## config.mk

```make
export PLATFORM = sky130hd
export DESIGN_NAME = vector_irq_unit
export DESIGN_NICKNAME = d
export VERILOG_FILES = /design/src/common/vic_pkg.sv /design/src/logic/req_priority.sv /design/src/logic/vector_irq_unit.sv /design/src/logic/vector_low_gen.sv
export SDC_FILE = /design/constraint.sdc
export NUM_CORES = 1
export LEC_CHECK = 0
export CAP_MARGIN = 20
export CORE_UTILIZATION = 35
export DETAILED_ROUTE_END_ITERATION = 10
export DONT_BUFFER_PORTS = 1
export PLACE_DENSITY = 0.51
export RECOVER_POWER = 50
export SYNTH_ARGS = -nofsm -noshare
export SYNTH_HDL_FRONTEND = slang
export SYNTH_HIERARCHICAL = 1
export SYNTH_SLANG_ARGS = --single-unit
```

## constraint.sdc

```tcl
create_clock -name sys_clk -period 5.8 [get_ports sys_clk]
set_input_delay 0.58 -clock sys_clk [delete_from_list [all_inputs] [get_ports sys_clk]]
set_output_delay 0.58 -clock sys_clk [all_outputs]
set_load 0.005 [all_outputs]
```

## src/common/vic_pkg.sv

```systemverilog
// shared constants and types for the vectored interrupt controller
package vic_pkg;

  // ----------------------------------------------------------------
  // sizes
  // ----------------------------------------------------------------
  localparam int NUM_REQ = 8;  // request inputs
  localparam int NUM_W = 3;  // width of a request number
  localparam int PIN_W = 25;  // pins passing the input synchroniser

  // ----------------------------------------------------------------
  // reset values
  // ----------------------------------------------------------------
  localparam logic [7:0] PAGE_RESET = 8'h00;
  localparam logic [7:0] CTRL_RESET = 8'h00;
  localparam logic [7:0] MASK_RESET = 8'h00;  // all requests enabled
  localparam logic [7:0] STATUS_RESET = 8'h00;
  localparam logic [7:0] DOUT_RESET = 8'h00;

  // ----------------------------------------------------------------
  // control register fields
  // ----------------------------------------------------------------
  localparam int CTRL_LOW_MSB = 7;  // programmed low vector bits 7..4
  localparam int CTRL_LOW_LSB = 4;
  localparam int CTRL_INTV_LSB = 0;  // interval select, two bits
  localparam int CTRL_MASK_RST = 2;  // write 1: clear mask register
  localparam int CTRL_INT_RST = 3;  // write 1: clear pending status

  // interval select codes
  localparam logic [1:0] INTV_2 = 2'h0;
  localparam logic [1:0] INTV_4 = 2'h1;
  localparam logic [1:0] INTV_8 = 2'h2;
  localparam logic [1:0] INTV_16 = 2'h3;

  // ----------------------------------------------------------------
  // bus codes and fixed bytes
  // ----------------------------------------------------------------
  localparam logic [1:0] SEL_VEC_PAGE = 2'h2;  // x=1 y=0
  localparam logic [1:0] SEL_CTRL_POLL = 2'h1;  // x=0 y=1
  localparam logic [1:0] SEL_STAT_MASK = 2'h0;  // x=0 y=0
  localparam logic [1:0] SEL_UNUSED = 2'h3;  // x=1 y=1
  localparam logic [7:0] LONG_BRANCH_OP = 8'hc0;  // long-branch opcode
  localparam int POLL_ANY_BIT = 7;  // poll: an unmasked request is pending

  // ----------------------------------------------------------------
  // types
  // ----------------------------------------------------------------
  // which byte of the three-byte vector fetch comes next
  typedef enum logic [2:0] {
    VB_OPCODE = 3'h1,
    VB_PAGE = 3'h2,
    VB_LOW = 3'h4
  } vec_byte_t;

  // chip selects as seen at the address strobe
  typedef struct packed {
    logic cs;
    logic cs_n;
    logic sel_x;
    logic sel_y;
  } chip_sel_t;

  // direction strobes, both active low
  typedef struct packed {
    logic rd_n;
    logic wr_n;
  } access_t;

endpackage : vic_pkg

```

## src/logic/req_priority.sv

```systemverilog
// highest-priority unmasked pending request finder
`timescale 1ns/1ps
module req_priority (
  // pending and mask
  input wire logic [7:0] pend,
  input wire logic [7:0] mask,
  // result
  output logic any,
  output logic [2:0] num
);

  // ----------------------------------------------------------------
  // scan upward so the highest index wins
  // ----------------------------------------------------------------
  always_comb begin
    any = 1'b0;
    num = 3'h0;
    for (int i = 0; i < vic_pkg::NUM_REQ; i++) begin
      // masked inputs never take part
      if (pend[i] && !mask[i]) begin
        any = 1'b1;
        num = i[2:0];
      end
    end
  end

endmodule : req_priority

```

## src/logic/vector_irq_unit.sv

```systemverilog
// vectored interrupt controller on a strobed 8-bit processor bus
`timescale 1ns/1ps
module vector_irq_unit (
  // clock and reset
  input wire logic sys_clk,
  input wire logic rst,
  // bus strobes and selects (asynchronous pins)
  input wire logic address_phase_strobe,
  input wire logic data_phase_strobe,
  input wire logic chip_select,
  input wire logic chip_select_n,
  input wire logic mux_select_x,
  input wire logic mux_select_y,
  input wire logic rd_n,
  input wire logic wr_n,
  // data bus, split into three signals
  input wire logic [7:0] data_in,
  output logic [7:0] data_out,
  output logic data_oe,
  // requests and priority chain
  input wire logic [7:0] request_input,
  input wire logic chain_in,
  output logic chain_out,
  // interrupt to the processor
  output logic irq_n
);

  // ----------------------------------------------------------------
  // input synchroniser
  // ----------------------------------------------------------------
  logic [24:0] pins_w;  // raw pins
  logic [24:0] sync1_r;  // first stage, read only by sync2_r
  logic [24:0] sync2_r;  // safe copy

  assign pins_w = {address_phase_strobe, data_phase_strobe,
                   chip_select, chip_select_n, mux_select_x,
                   mux_select_y, rd_n, wr_n, data_in, request_input,
                   chain_in};

  // two flops before anything looks at a pin
  always_ff @(posedge sys_clk) begin
    if (rst) begin
      sync1_r <= 25'h0000000;
      sync2_r <= 25'h0000000;
    end else begin
      sync1_r <= pins_w;
      sync2_r <= sync1_r;
    end
  end

  // ----------------------------------------------------------------
  // unpacked synchronised pins
  // ----------------------------------------------------------------
  logic tpa_s;  // address strobe
  logic tpb_s;  // data strobe
  vic_pkg::chip_sel_t csel_s;  // selects
  vic_pkg::access_t acc_s;  // direction
  logic [7:0] din_s;  // data bus
  logic [7:0] req_s;  // requests
  logic chain_s;  // higher controller grants us

  assign tpa_s = sync2_r[24];
  assign tpb_s = sync2_r[23];
  assign csel_s = sync2_r[22:19];
  assign acc_s = sync2_r[18:17];
  assign din_s = sync2_r[16:9];
  assign req_s = sync2_r[8:1];
  assign chain_s = sync2_r[0];

  // ----------------------------------------------------------------
  // state registers
  // ----------------------------------------------------------------
  logic tpa_d_r, tpa_d_nxt;  // strobe history for edges
  logic tpb_d_r, tpb_d_nxt;
  logic [7:0] req_d_r, req_d_nxt;  // request history
  logic sel_r, sel_nxt;  // chip selected for this cycle
  logic [7:0] page_r, page_nxt;  // vector page
  logic [7:0] ctrl_r, ctrl_nxt;  // low bits and interval
  logic [7:0] mask_r, mask_nxt;  // 1 masks a request
  logic [7:0] pend_r, pend_nxt;  // status: latched requests
  vic_pkg::vec_byte_t vb_r, vb_nxt;  // next vector byte
  logic [2:0] svc_r, svc_nxt;  // request being serviced
  logic [7:0] dout_r, dout_nxt;
  logic oe_r, oe_nxt;
  logic irq_n_r, irq_n_nxt;
  logic chain_out_r, chain_out_nxt;

  // ----------------------------------------------------------------
  // helpers
  // ----------------------------------------------------------------
  logic any_w;  // unmasked request pending
  logic [2:0] num_w;  // its number
  logic [7:0] low_w;  // low vector byte for svc_r
  logic [1:0] code_w;  // register code during data strobe
  logic tpa_rise_w, tpa_fall_w, tpb_rise_w, tpb_fall_w;
  logic is_rd_w, is_wr_w;
  logic respond_w;  // allowed to answer a vector fetch
  logic vec_rd_w;  // vector byte read taken this cycle

  req_priority u_prio (
    .pend(pend_r),
    .mask(mask_r),
    .any(any_w),
    .num(num_w)
  );

  vector_low_gen u_low (
    .ctrl(ctrl_r),
    .num(svc_r),
    .low(low_w)
  );

  assign tpa_rise_w = tpa_s && !tpa_d_r;
  assign tpa_fall_w = !tpa_s && tpa_d_r;
  assign tpb_rise_w = tpb_s && !tpb_d_r;
  assign tpb_fall_w = !tpb_s && tpb_d_r;
  assign code_w = {csel_s.sel_x, csel_s.sel_y};
  assign is_rd_w = !acc_s.rd_n && acc_s.wr_n;
  assign is_wr_w = acc_s.rd_n && !acc_s.wr_n;
  // a fetch already in progress keeps its controller even if a
  // higher request arrives, so the three bytes stay consistent
  assign respond_w = (vb_r != vic_pkg::VB_OPCODE) ||
                     (any_w && chain_s);
  assign vec_rd_w = tpb_rise_w && sel_r && is_rd_w &&
                    (code_w == vic_pkg::SEL_VEC_PAGE) && respond_w;

  // ----------------------------------------------------------------
  // next-state logic
  // ----------------------------------------------------------------
  always_comb begin
    logic [7:0] clr;
    clr = 8'h00;
    tpa_d_nxt = tpa_s;
    tpb_d_nxt = tpb_s;
    req_d_nxt = req_s;
    sel_nxt = sel_r;
    page_nxt = page_r;
    ctrl_nxt = ctrl_r;
    mask_nxt = mask_r;
    vb_nxt = vb_r;
    svc_nxt = svc_r;
    dout_nxt = dout_r;
    oe_nxt = oe_r;
    // a new address strobe or read released ends any drive
    if (tpa_rise_w || acc_s.rd_n) begin
      oe_nxt = 1'b0;
    end
    // selects are caught on the trailing edge of the address strobe
    if (tpa_fall_w) begin
      sel_nxt = csel_s.cs && !csel_s.cs_n &&
                csel_s.sel_x && csel_s.sel_y;
    end
    // reads start on the rising data strobe
    if (tpb_rise_w && sel_r && is_rd_w) begin
      case (code_w)
        vic_pkg::SEL_VEC_PAGE: begin
          if (respond_w) begin
            oe_nxt = 1'b1;
            case (vb_r)
              vic_pkg::VB_OPCODE: begin
                dout_nxt = vic_pkg::LONG_BRANCH_OP;
                svc_nxt = num_w;
                vb_nxt = vic_pkg::VB_PAGE;
              end
              vic_pkg::VB_PAGE: begin
                dout_nxt = page_r;
                vb_nxt = vic_pkg::VB_LOW;
              end
              vic_pkg::VB_LOW: begin
                dout_nxt = low_w;
                clr[svc_r] = 1'b1;  // serviced request retires
                vb_nxt = vic_pkg::VB_OPCODE;
              end
              default: begin
                vb_nxt = vic_pkg::VB_OPCODE;
              end
            endcase
          end
        end
        vic_pkg::SEL_STAT_MASK: begin
          oe_nxt = 1'b1;
          dout_nxt = pend_r;
        end
        vic_pkg::SEL_CTRL_POLL: begin
          oe_nxt = 1'b1;
          dout_nxt = {any_w, 4'h0, num_w};
        end
        default: begin
          oe_nxt = 1'b0;  // both selects high: unused
        end
      endcase
    end
    // writes take the data on the trailing data strobe
    if (tpb_fall_w && sel_r && is_wr_w) begin
      case (code_w)
        vic_pkg::SEL_VEC_PAGE: begin
          page_nxt = din_s;
        end
        vic_pkg::SEL_CTRL_POLL: begin
          ctrl_nxt = din_s;
          if (din_s[vic_pkg::CTRL_INT_RST]) begin
            clr = 8'hff;  // master interrupt reset
            vb_nxt = vic_pkg::VB_OPCODE;
          end
          if (din_s[vic_pkg::CTRL_MASK_RST]) begin
            mask_nxt = vic_pkg::MASK_RESET;  // master mask reset
          end
        end
        vic_pkg::SEL_STAT_MASK: begin
          mask_nxt = din_s;
        end
        default: begin
          page_nxt = page_r;
        end
      endcase
    end
    if (tpb_fall_w) begin
      sel_nxt = 1'b0;
    end
    // a new request edge wins over a clear in the same cycle
    pend_nxt = (pend_r & ~clr) | (req_s & ~req_d_r);
    irq_n_nxt = !any_w;
    chain_out_nxt = chain_s && !any_w;
  end

  // ----------------------------------------------------------------
  // registers
  // ----------------------------------------------------------------
  always_ff @(posedge sys_clk) begin
    if (rst) begin
      tpa_d_r <= 1'b0;
      tpb_d_r <= 1'b0;
      req_d_r <= 8'h00;
      sel_r <= 1'b0;
      page_r <= vic_pkg::PAGE_RESET;
      ctrl_r <= vic_pkg::CTRL_RESET;
      mask_r <= vic_pkg::MASK_RESET;
      pend_r <= vic_pkg::STATUS_RESET;
      vb_r <= vic_pkg::VB_OPCODE;
      svc_r <= 3'h0;
      dout_r <= vic_pkg::DOUT_RESET;
      oe_r <= 1'b0;
      irq_n_r <= 1'b1;
      chain_out_r <= 1'b0;
    end else begin
      tpa_d_r <= tpa_d_nxt;
      tpb_d_r <= tpb_d_nxt;
      req_d_r <= req_d_nxt;
      sel_r <= sel_nxt;
      page_r <= page_nxt;
      ctrl_r <= ctrl_nxt;
      mask_r <= mask_nxt;
      pend_r <= pend_nxt;
      vb_r <= vb_nxt;
      svc_r <= svc_nxt;
      dout_r <= dout_nxt;
      oe_r <= oe_nxt;
      irq_n_r <= irq_n_nxt;
      chain_out_r <= chain_out_nxt;
    end
  end

  assign data_out = dout_r;
  assign data_oe = oe_r;
  assign irq_n = irq_n_r;
  assign chain_out = chain_out_r;
endmodule : vector_irq_unit

```

## src/logic/vector_low_gen.sv

```systemverilog
// builds the low byte of an issued vector
`timescale 1ns/1ps
module vector_low_gen (
  // programmed control byte
  input wire logic [7:0] ctrl,
  // request being serviced
  input wire logic [2:0] num,
  // low vector byte
  output logic [7:0] low
);

  // ----------------------------------------------------------------
  // programmed upper bits plus number times interval
  // ----------------------------------------------------------------
  function automatic logic [7:0] vec_low(input logic [7:0] c,
                                         input logic [2:0] n);
    logic [7:0] keep;
    logic [7:0] nb;
    keep = 8'h00;
    nb = {5'h00, n};
    case (c[vic_pkg::CTRL_INTV_LSB +: 2])
      vic_pkg::INTV_2: begin
        keep = 8'hf0;
        nb = nb << 1;
      end
      vic_pkg::INTV_4: begin
        keep = 8'he0;
        nb = nb << 2;
      end
      vic_pkg::INTV_8: begin
        keep = 8'hc0;
        nb = nb << 3;
      end
      default: begin
        keep = 8'h80;
        nb = nb << 4;
      end
    endcase
    // bits not kept from control come from the request, rest zero
    vec_low = (c & keep) | nb;
  endfunction : vec_low

  assign low = vec_low(ctrl, num);

endmodule : vector_low_gen

```

# [Yosys cells after proc, flatten, opt, wreduce, memory -nomap -nowiden]
# Index checks and enable logic that the tools add are counted.
[totals] reg_bits=110 latch_bits=0 mem_bits_rw=0 romBits=0 input_bits=27 output_inout_bits=11 word_cells=131 mem_count=0
[op_classes] add_sub_neg=0 multipliers=0 div=0 magnitude_cmp=2 n_eq_ne=11 n_shift=0 muxes=42 bitwise_logic=7 n_reduce_logical=53
[op_table] op="8-bit 2-to-1 mux" n=9
[op_table] op="8-bit case mux with 3 select lines" n=2
[op_table] op="7-bit case mux with 3 select lines" n=2
[op_table] op="3-bit 2-to-1 mux" n=10
[op_table] op="8-bit bitwise AND" n=3
[op_table] op="1-bit logical AND" n=24
[op_table] op="1-bit zero test" n=16
[op_table] op="8-bit inverter" n=2
[op_table] op="8-bit case mux with 2 select lines" n=1
[op_table] op="1-bit 2-to-1 mux" n=13
[op_table] op="8-bit by 7-bit bitwise OR with 8-bit output" n=1
[op_table] op="8-bit bitwise OR" n=1
[op_table] op="4-bit AND reduction" n=2
[op_table] op="3-bit case mux with 2 select lines" n=1
[op_table] op="2-bit by 1-bit equality test with 1-bit output, second input constant" n=2
[op_table] op="2-bit equality test, second input constant" n=2
[op_table] op="2-bit zero test" n=2
[op_table] op="3-bit by 4-bit < comparator with 1-bit output, second input constant" n=1
[op_table] op="2-bit 2-to-1 mux" n=2
[op_table] op="2-bit != test, second input constant" n=2
[op_table] op="4-bit by 1-bit != test with 1-bit output, second input constant" n=1
[op_table] op="2-bit AND reduction" n=2
[op_table] op="2-bit OR reduction" n=2
[op_table] op="1-bit demux with 3-bit select" n=1
[op_table] op="10 further kinds" n=11

# [Longest topological paths before layout]
# Gate-level depths: netlist (run 1).
[depth] depth_word=21 depth_mapped=7 depth_no_buf=7

# [Modules after synthesis]
# Netlist (run 1), hierarchy kept.
[by_module_without_submodules] module="vector_irq_unit" instances=1 cells_each=387 area_per_inst_um2=3972.6 seq_area_each_um2=2202.1
[by_module_without_submodules] module="req_priority" instances=1 cells_each=20 area_per_inst_um2=131.4 seq_area_each_um2=0.0
[by_module_without_submodules] module="vector_low_gen" instances=1 cells_each=17 area_per_inst_um2=125.1 seq_area_each_um2=0.0

# [Worst setup path after synthesis (run 1)]
# No wires, ideal clock.
[synth_path] kind="register to register" from="register pend_r[6]" to="register dout_r[3] (netlist: data_out[3])" t_arrival_ns=1.772 required_time_ns=5.679 setup_slack_ns=3.907 path_stages_with_launch=8 path_buffers=0 period_less_slack_ns=1.893 cell_sequence="dfxtp_1 nor2b_1 nor2_2 nand4_1 nand2_1 a21oi_1 o211ai_2 mux2_2"
[synth_between] elab_chain_cells=7
[synth_lines] element="from (decl)" line="vector_irq_unit.sv:80" text="logic [7:0] pend_r, pend_nxt;"
[synth_lines] element="from (signal assigned)" line="vector_irq_unit.sv:238" text="pend_r <= vic_pkg::STATUS_RESET;"
[synth_lines] element="from (signal assigned)" line="vector_irq_unit.sv:253" text="pend_r <= pend_nxt;"
[synth_lines] element="1-bit logical AND" line="req_priority.sv:20" text="if (pend[i] && !mask[i]) begin"
[synth_lines] element="1-bit 2-to-1 mux (2 in a row)" line="req_priority.sv:20"
[synth_lines] element="named net any_w" line="vector_irq_unit.sv:91" text="logic any_w;"
[synth_lines] element="1-bit logical AND" line="vector_irq_unit.sv:123" text="(any_w && chain_s);"
[synth_lines] element="1-bit logical OR" line="vector_irq_unit.sv:122" text="assign respond_w = (vb_r != vic_pkg::VB_OPCODE) ||"
[synth_lines] element="2-bit != test (no source line)"
[synth_lines] element="4-bit AND reduction (no source line)"
[synth_lines] element="to (signal assigned)" line="vector_irq_unit.sv:241" text="dout_r <= vic_pkg::DOUT_RESET;"
[synth_lines] element="to (signal assigned)" line="vector_irq_unit.sv:256" text="dout_r <= dout_nxt;"
[synth_lines] element="to (decl)" line="vector_irq_unit.sv:83" text="logic [7:0] dout_r, dout_nxt;"
# The timed path passes the listed nets, and every way through them passes these cells.
# A chain may end at the register's enable or synchronous reset.

# [Worst setup path after layout (run 1)]
[layout_path] from="register pend_r[5]" to="register dout_r[4] (netlist: data_out[4])"
[layout_between] elab_chain_cells=8
[layout_lines] element="1-bit logical AND" line="req_priority.sv:20"
[layout_lines] element="1-bit 2-to-1 mux (3 in a row)" line="req_priority.sv:20"
[layout_lines] element="named net any_w" line="vector_irq_unit.sv:91"
[layout_lines] element="1-bit logical AND" line="vector_irq_unit.sv:123"
[layout_lines] element="1-bit logical OR" line="vector_irq_unit.sv:122"
[layout_lines] element="2-bit != test (no source line)"
[layout_lines] element="4-bit AND reduction (no source line)"
# The timed path passes the listed nets, and every way through them passes these cells.

==> qor.yml, run 1 <==
power:
  p_leak_nw: 1.70
  seq_power_share_pct: 54.6
  pwr-share-comb_pct: 3.3
  peakVddDrop_mv: 0.210
  clockPowerShare_pct: 42.1
  power_density_nw_per_um2: 315
  p_int_w: 0.00113
  switchingPower_w: 0.000289
  finalPower_w: 0.00142
  p_sw_share_pct: 20.3
worst_setup_path:
  crit_slowest_cell: "o211ai_2"
  cp_data_required_time_ns: 6.03
  worstSetupPathType: "reg -> reg"
  critical_path.endpoint_type: "register"
  cp.arrival_ns: 2.57
  path_cells: "nor2b_1, nor2_1, nand4_1, nand2_1, a21oi_1, o211ai_2, mux2_2"
  cp-start-kind: "register"
  cpPeakStageDelay_ns: 0.48
  path_max_fanout: 8
  ff2ff_setup_slack_ns: 3.47
detailed_routing:
  post_drt_wl_per_cell_um: 14.8
  drc_errors: 4
  first_pass_iters: 7
  vias_per_cell: 4.96
  num_vias: 2724
  drtIter0Drc: 150
  drt-total-wl_um: 8110
  antenna_left: 0
floorplanning:
  dieWidth_um: 111
  start_util_pct: 36.1
  die_area_um2: 12300
  die_h_um: 111
  rows: 39
  core-area_um2: 11500
  ios: 38
timing:
  tightest_slew_ns: 0.988
  finalHoldViolations: 0
  slew_headroom_pct: 33.3
  skew_ns: 0.00574
  setup_viol: 0
  whs_ns: 0.305
  rsz0062_at_grt: "no"
  setup_tns_ns: 0
  period_minus_slack_ns: 2.33
  fmax_mhz: 428
  maxSlewViolCount: 0
  fin_crit_sh_pct: 40.3
placement:
  numPortBuffers: 0
  hpwl_um: 5510
  place_congestion: 0.781
  dpl_cell_area_um2: 4220
synthesis:
  synth_fp_nets: 445
  synthesis.area_um2: 4160
  yosys_warnings: 6
  syn-instance-count: 418
  post_synth.cell_area_avg_um2: 9.96
layout:
  n_antenna_cell: 0
  fin_area_um2: 4520
  n_fill_cell: 1157
  drive_above_1_share_pct: 6.90
  nets: 429
  area_delta_synth_final_pct: 8.54
clock_tree:
  cts_hold_buf: 0
  htree_levels: 3
  cts_made_buffers: 9
  clkSlewWorstSetupHoldPaths_ns: 0.06
  ctsResizeCount: 0
  cts_root_buffer: "clkbuf_16"
  cts_tree: "done"
  clock-sinks: 108
  clock_path_buffers: 2
  post_cts_buffers: 0
  clock_latency_ns: 0.34
grt:
  grt_first_pass_wirelength_um: 13500
  grt_antenna_before_repair: 0
  grt_overflow: 0
  grt_max_degree: 107
  track_usage_pct: 14.2
  grt_pass1_vias: 2649
flow_run:
  cap_violations: 0
run_status:
  violations: "design-rule violations"
  status: "complete, but fails checks"
hold_path:
  hold_path.class: "in -> reg"
state kept, by name, summed over array words and instances (netlist names):
name,cells
page_r,8
vb_r,3
sel_r,1
sync2_r,25
irq_n,1
data_out,8
tpb_d_r,1
pend_r,8
mask_r,8
req_d_r,8
chain_out,1
svc_r,3
sync1_r,25
ctrl_r,6
data_oe,1
tpa_d_r,1
path summary, 6_finish.rpt:
check | from | endpoint | cells after the start
setup reg to reg | pend_r[5]$_SDFF_PP0_ | data_out[4]$_SDFFE_PP0P_ | 7
hold / removal | rst | sync1_r[20]$_SDFF_PP0_ | 1
setup / recovery | pend_r[5]$_SDFF_PP0_ | data_out[4]$_SDFFE_PP0P_ | 7
hold reg to reg | sync1_r[9]$_SDFF_PP0_ | sync2_r[9]$_SDFF_PP0_ | 1
cells in the final DEF, fill, tap and decap left out, types with 3 or more instances in the layout:
cell       count
dfxtp_1      108
nor2b_1       70
nor2_1        33
mux2i_1       29
a21oi_1       15
nand2b_1      15
inv_1         13
nand3b_1      10
nand2_1        9
a22oi_1        9
a32o_1         9
clkbuf_16      9
or3_1          8
nand3_1        6
o21ai_0        5
a32oi_1        3
mux2_2         3
o21bai_1       3
a31oi_1        3
layout make-up:
type	count	area [µm²]	share of cell area, %
sequential	108	2160	47.9
inverter	13	48.8	1.08
multi-input combinational	269	1830	40.5
timing repair buffer	1	7.51	0.166
clock inverter	3	46.3	1.02
tap	143	179	3.96
clock buffer	12	246	5.46
layer usage:
metal  track usage (%)  wire [µm]  vias up
li1                  -          -     1385
met1              18.8       3980     1261
met2              21.6       3570       66
met3              3.88        408       12
met4              6.04        152        0
met5                 0          0        -
critical path, delay by kind of cell (launching register included):
family | cells | cell delay (ns)
compound gates | 2 | 0.60
flops | 1 | 0.35
mux | 1 | 0.39
simple gates | 4 | 0.89
through the flow:
stage          utilization, %  setup slack (ns)  cells
2_1_floorplan               -              3.91    418
3_3_place_gp             36.6              3.52    533
3_5_place_dp             36.6              3.48    533
4_1_cts                  39.2              3.47    548
5_1_grt                  39.2              3.30    549
6_report                 39.2              3.47    549
power groups by stage:
stage,logic [W],clock network [W],registers [W]
2_1_floorplan,0.0000493,0,0.000787
3_5_place_dp,0.0000465,0,0.000794
3_3_place_gp,0.0000462,0,0.000794
6_report,0.0000468,0.000600,0.000777
4_1_cts,0.0000467,0.000622,0.000777
5_1_grt,0.0000523,0.000652,0.000779
Note: power is estimated with default switching activity, not from simulation.
==> inputs of run 2 (changes only) <==
--- a/config.mk
+++ b/config.mk
@@ -5,6 +5,7 @@
 export SDC_FILE = /design/constraint.sdc
 export NUM_CORES = 1
 export LEC_CHECK = 0
+export ABC_AREA = 1
 export CAP_MARGIN = 20
 export CORE_UTILIZATION = 35
 export DETAILED_ROUTE_END_ITERATION = 10
==> constraint.sdc (replaced) <==
create_clock -name sys_clk -period 2.2 [get_ports sys_clk]
set_input_delay 0.22 -clock sys_clk [delete_from_list [all_inputs] [get_ports sys_clk]]
set_output_delay 0.22 -clock sys_clk [all_outputs]
set_load 0.005 [all_outputs]
==> run 2 against run 1 <==
Net effect:
- the run now ends clean
- power increased to 2.8 times the previous value
- combinational power increased to 4.2 times the previous value
- synthesized cell count increased by 44%
- via count increased by 25%
- critical path type unchanged
- largest power group unchanged
- highest routed layer unchanged
==> qor.yml, run 2 <==
layout:
  area_delta_synth_final_pct: 15.8
  nets: 647  # +51%
  final_core_util_pct: 41.5  # +2.3 points
  final_cell_mix: "120 x inv_1, 111 x nor2_1, 108 x dfxtp_1"
  top_regs: "sync1_r x25, sync2_r x25"
  n_antenna_cell: 0  # unchanged
  drive_above_1_share_pct: 6.72  # -0.18 points
  seq_area_um2: 2160  # unchanged
  layout_commonest_cell: "inv_1"
  n_fill_cell: 1275  # +10%
  multi_input_area_um2: 1530  # -16%
worst_setup_path:
  cp_data_required_time_ns: 2.44  # -3.59 ns
  worstSetupPathType: "reg -> reg"
  cp-start-kind: "register"
  worstRegToRegCells: 13  # +6
  ff2ff_setup_slack_ns: 0.28  # -3.19 ns
  cp.arrival_ns: 2.16  # -0.41 ns
  critical_path.endpoint_type: "register"
  r2r_end: "data_out[0]$_SDFFE_PP0P_"
  path_max_fanout: 14  # +6
  rr_startpoint: "mask_r[2]$_SDFFE_PP0P_"
clock_tree:
  clock-sinks: 108  # unchanged
  clkSlewWorstSetupHoldPaths_ns: 0.07  # about the same
  cts_tree: "done"
  clock_path_buffers: 2  # unchanged
  post_cts_buffers: 0  # unchanged
  clock_latency_ns: 0.35  # about the same
  cts_root_buffer: "clkbuf_16"
  cts_made_buffers: 9  # unchanged
  htree_levels: 3  # unchanged
placement:
  pre_cts_ws_ns: 0.262  # -3.22 ns
  hpwl_um: 6250  # +14%
  numPortBuffers: 0  # unchanged
  place_congestion: 0.847  # +8.4%
hold_path:
  hold_depth: 2  # +1
  holdPathEnd: "sync2_r[5]$_SDFF_PP0_"
  hold_path.class: "in -> reg"
  worstHoldStart: "rst"
timing:
  fin_ws_ns: 0.277  # -3.19 ns
  fin_crit_sh_pct: 87.4  # +47 points
  period_minus_slack_ns: 1.92  # -0.412 ns
  whs_ns: 0.205  # -0.101 ns
  maxSlewViolCount: 0  # unchanged
  tightest_slew_ns: 0.561  # -0.427 ns
  rsz0062_at_grt: "no"
  setup_viol: 0  # unchanged
  finalHoldViolations: 0  # unchanged
  setup_tns_ns: 0  # unchanged
  fmax_mhz: 520  # +21%
  skew_ns: 0.00615  # +0.000404 ns
  slew_headroom_pct: 62.6  # +29 points
run_status:
  status: "complete, no violations"
detailed_routing:
  drc_errors: 0  # -4
  vias_per_cell: 4.40  # -11%
  post_drt_wl_per_cell_um: 11.5  # -22%
  antenna_left: 0  # unchanged
  first_pass_iters: 5  # -2
  num_vias: 3396  # +25%
  drt-total-wl_um: 8860  # +9.3%
  drtIter0Drc: 164  # +9.3%
floorplanning:
  dieWidth_um: 113  # +1.7%
  die_h_um: 113  # +1.7%
  start_util_pct: 35.8  # -0.30 points
  rows: 40  # +2.6%
  die_area_um2: 12700  # +3.4%
  core-area_um2: 12000  # +4.3%
  ios: 38  # unchanged
grt:
  track_usage_pct: 15.1  # +0.91 points
  grt_pass1_vias: 3158  # +19%
  grt_first_pass_wirelength_um: 15100  # +12%
  grt_max_degree: 72  # -33%
  grt_antenna_before_repair: 0  # unchanged
  grt_overflow: 0  # unchanged
synthesis:
  yosys_warnings: 6  # unchanged
  synthesis.area_um2: 4310  # +3.4%
  syn-instance-count: 602  # +44%
  synth_fp_nets: 629  # +41%
  post_synth.cell_area_avg_um2: 7.15  # -28%
power:
  power_density_nw_per_um2: 797  # +150%
  peakVddDrop_mv: 0.454  # +120%
  p_leak_nw: 2.24  # +31%
  finalPower_w: 0.00398  # +180%
flow_run:
  cap_violations: 0  # unchanged
-- run 2: repair_timing --
| item | 4_1_cts | 5_1_grt |
|---|---|---|
| hold endpoints to repair | 71 | 0 |
| setup endpoints to repair | 0 | 7 |
| hold buffers | 26 | 0 |
| resized for setup | 0 | 2 |
-- run 2: metrics by stage --
stage               instance area, µm²  cells
CTS                               4980    772
finish                            4990    772
global placement                  4380    730
global route                      4990    772
detailed placement                4380    730
floorplan                         4310    602
-- run 2: power by group --
part,switching (W),internal [W],leakage [nW]
registers,0.0000312,0.00201,0.883
clock network,0.000722,0.00101,0.160
logic,0.000116,0.0000805,1.19
total,0.000869,0.00311,2.24
-- run 2: layout make-up --
cell class                      instances  area share, %
Clock buffer                           10           4.59
Multi-Input combinational cell        344           30.7
Inverter                              128           9.68
Sequential cell                       108           43.4
Timing Repair Buffer                   29           6.02
Tap cell                              147           3.69
Clock inverter                          6           1.93
-- run 2: per-layer routing --
layer	wire, µm	up-vias	GRT usage [%]
met5	0	-	0
met1	4420	1470	20.3
met3	401	15	4.18
met2	3830	74	22.7
li1	-	1837	-
met4	210	0	6.32
-- run 2: critical path: stages, from the launching register on --
cell and delay (ns):
dfxtp_1 0.34, clkinv_1 0.06, nand2_1 0.07, nand2_1 0.07, nor3_1 0.20, nand3_2 0.20
nand2_1 0.14, nand3_1 0.14, nor2_1 0.20, nor2_4 0.09, nand2_4 0.14, nand2_1 0.07
nand2_1 0.06, nor2_1 0.04
-- run 2: how the worst max path moves through the flow --
stage,startpoint,endpoint,slack [ns],cells past startpoint
6_report,mask_r[2]$_SDFFE_PP0P_,data_out[0]$_SDFFE_PP0P_,0.28,13
5_1_grt,mask_r[3]$_SDFFE_PP0P_,data_out[4]$_SDFFE_PP0P_,0.05,13
4_1_cts,tpb_d_r$_SDFF_PP0_,pend_r[0]$_SDFF_PP0_,0.25,7
3_3_place_gp,mask_r[3]$_SDFFE_PP0P_,data_out[7]$_SDFFE_PP0P_,0.34,13
2_1_floorplan,mask_r[3]$_SDFFE_PP0P_,data_out[0]$_SDFFE_PP0P_,0.61,14
3_5_place_dp,tpb_d_r$_SDFF_PP0_,pend_r[0]$_SDFF_PP0_,0.26,7
==> inputs of run 3 (changes only) <==
--- a/config.mk
+++ b/config.mk
@@ -10,6 +10,7 @@
 export CORE_UTILIZATION = 35
 export DETAILED_ROUTE_END_ITERATION = 10
 export DONT_BUFFER_PORTS = 1
+export MAX_ROUTING_LAYER = met4
 export PLACE_DENSITY = 0.51
 export RECOVER_POWER = 50
 export SYNTH_ARGS = -nofsm -noshare
==> run 3 against run 2 <==
Net effect:
- setup slack got worse by 0.0032 ns
- die area unchanged
- hold slack better by 0.0079 ns
- register-to-register slack about the same
- clock skew up 0.0042 ns
- non-clock buffer count unchanged
- sequential share of layout area unchanged
- count of clock-buffer cells in the layout unchanged
- sequential power barely moved
- via count fell by 0.82%
- cell count is the same
- final area unchanged
- critical endpoint unchanged
==> qor.yml, run 3 (synthesis results as in run 2) <==
worst_setup_path:
  path_cells: "clkinv_1, nand2_1, nand2_1, nor3_1, nand3_2, nand2_1, nand3_1, nor2_1, nor2_4, nand2_4, nand2_1, nand2_1, nor2_1"
  worstSetupPathType: "reg -> reg"
  crit_slowest_cell: "dfxtp_1"
  cpMostUsedCell: "nand2_1"
  cp-start-kind: "register"
  cp_data_required_time_ns: 2.43  # about the same
  rr_startpoint: "mask_r[2]$_SDFFE_PP0P_"
  cp.arrival_ns: 2.16  # about the same
  ff2ff_setup_slack_ns: 0.27  # about the same
  path_max_fanout: 14  # unchanged
  worstRegToRegCells: 13  # unchanged
  cpPeakStageDelay_ns: 0.34  # about the same
  r2r_end: "data_out[0]$_SDFFE_PP0P_"
  critical_path.endpoint_type: "register"
grt:
  grt_pass1_vias: 3156  # -0.063%
  grt_antenna_before_repair: 0  # unchanged
  track_usage_pct: 15.5  # +0.46 points
  grt_overflow: 0  # unchanged
  grt_first_pass_wirelength_um: 15100  # unchanged
  grt_max_degree: 72  # unchanged
clock_tree:
  clock-sinks: 108  # unchanged
  clkSlewWorstSetupHoldPaths_ns: 0.07  # about the same
  clock_path_buffers: 2  # unchanged
  cts_root_buffer: "clkbuf_16"
  cts_made_buffers: 9  # unchanged
  htree_levels: 3  # unchanged
  cts_tree: "done"
  clock_latency_ns: 0.34  # about the same
layout:
  final_cell_mix: "120 x inv_1, 111 x nor2_1, 108 x dfxtp_1"
  seq_area_um2: 2160  # unchanged
  layout_commonest_cell: "inv_1"
  area_delta_synth_final_pct: 15.8  # unchanged
  final_cells: 772  # unchanged
  multi_input_area_um2: 1530  # unchanged
  n_fill_cell: 1275  # unchanged
  top_regs: "sync1_r x25, sync2_r x25"
  drive_above_1_share_pct: 6.72  # unchanged
  nets: 647  # unchanged
  n_antenna_cell: 0  # unchanged
floorplanning:
  core-area_um2: 12000  # unchanged
  dieWidth_um: 113  # unchanged
  rows: 40  # unchanged
  ios: 38  # unchanged
  die_area_um2: 12700  # unchanged
  die_h_um: 113  # unchanged
  start_util_pct: 35.8  # unchanged
detailed_routing:
  drc_errors: 0  # unchanged
  first_pass_iters: 4  # -1
  num_vias: 3368  # -0.82%
  antenna_left: 0  # unchanged
  post_drt_wl_per_cell_um: 11.5  # about the same
  vias_per_cell: 4.36  # -0.82%
  drt-total-wl_um: 8860  # about the same
  drtIter0Drc: 159  # -3.0%
run_status:
  status: "complete, no violations"
timing:
  period_minus_slack_ns: 1.93  # +0.00324 ns
  setup_tns_ns: 0  # unchanged
  tightest_slew_ns: 0.560  # -0.000377 ns
  finalHoldViolations: 0  # unchanged
  fin_crit_sh_pct: 87.6  # +0.15 points
  slew_headroom_pct: 62.6  # about the same
  setup_viol: 0  # unchanged
  maxSlewViolCount: 0  # unchanged
  fin_ws_ns: 0.274  # -0.00324 ns
  skew_ns: 0.0103  # +0.00419 ns
  fmax_mhz: 519  # -0.17%
  rsz0062_at_grt: "no"
hold_path:
  hold_depth: 2  # unchanged
  hold_path.class: "in -> reg"
  worstHoldStart: "rst"
  holdPathEnd: "sync2_r[5]$_SDFF_PP0_"
placement:
  dp.cells: 730  # unchanged
  hpwl_um: 6250  # unchanged
  place_congestion: 0.860  # +1.6%
  numPortBuffers: 0  # unchanged
  pre_cts_ws_ns: 0.262  # unchanged
power:
  peakVddDrop_mv: 0.454  # about the same
  power_density_nw_per_um2: 796  # -0.17%
  finalPower_w: 0.00397  # -0.17%
  p_leak_nw: 2.24  # unchanged
flow_run:
  cap_violations: 0  # unchanged
## run 3: final cells by class
cell class	count	share of cell area (%)
Sequential cell	108	43.4
Multi-Input combinational cell	344	30.7
Inverter	128	9.68
Timing Repair Buffer	29	6.02
Clock buffer	10	4.59
Tap cell	147	3.69
Clock inverter	6	1.93
## run 3: timing repair
| action | in CTS | in global routing |
|---|---|---|
| gates resized for setup | 0 | 2 |
| endpoints found under the hold margin | 71 | 0 |
| hold buffers | 26 | 0 |
| setup buffers | 0 | 0 |
| endpoints found under the setup margin | 0 | 7 |
## run 3: critical path, delay by kind of cell (launching register included)
| family | cells | cell delay, ns |
|---|---|---|
| buffers and inverters | 1 | 0.06 |
| DFF | 1 | 0.34 |
| and+or+nand+nor | 12 | 1.42 |
## run 3: stage by stage
stage | util (%) | area (µm²) | hold slack [ns]
2_1_floorplan | - | 4310 | 0.327
3_3_place_gp | 36.4 | 4380 | 0.298
3_5_place_dp | 36.4 | 4380 | 0.299
4_1_cts | 41.5 | 4980 | 0.210
5_1_grt | 41.5 | 4990 | 0.224
6_report | 41.5 | 4990 | 0.212
## run 3: metal layers
layer | global-route usage [%] | wire, µm | share of wire, %
met5 | - | 0 | 0
met4 | 7.11 | 109 | 1.2
met1 | 20.3 | 4440 | 50
met3 | 3.70 | 292 | 3.3
met2 | 22.7 | 4020 | 45
## run 3: power breakdown
| group | internal [W] | total (W) | switching, W |
|---|---|---|---|
| sequential | 0.00201 | 0.00204 | 0.0000310 |
| clock | 0.00101 | 0.00173 | 0.000716 |
| combinational | 0.0000805 | 0.000196 | 0.000116 |
## run 3: worst max-delay path by stage
| stage | start | end | slack (ns) | depth (start not counted) |
|---|---|---|---|---|
| 6_report | mask_r[2]$_SDFFE_PP0P_ | data_out[0]$_SDFFE_PP0P_ | 0.27 | 13 |
| 5_1_grt | mask_r[3]$_SDFFE_PP0P_ | data_out[4]$_SDFFE_PP0P_ | 0.05 | 13 |
| 4_1_cts | tpb_d_r$_SDFF_PP0_ | pend_r[0]$_SDFF_PP0_ | 0.25 | 7 |
| 3_5_place_dp | tpb_d_r$_SDFF_PP0_ | pend_r[0]$_SDFF_PP0_ | 0.26 | 7 |
| 3_3_place_gp | mask_r[3]$_SDFFE_PP0P_ | data_out[7]$_SDFFE_PP0P_ | 0.34 | 13 |
| 2_1_floorplan | mask_r[3]$_SDFFE_PP0P_ | data_out[0]$_SDFFE_PP0P_ | 0.61 | 14 |
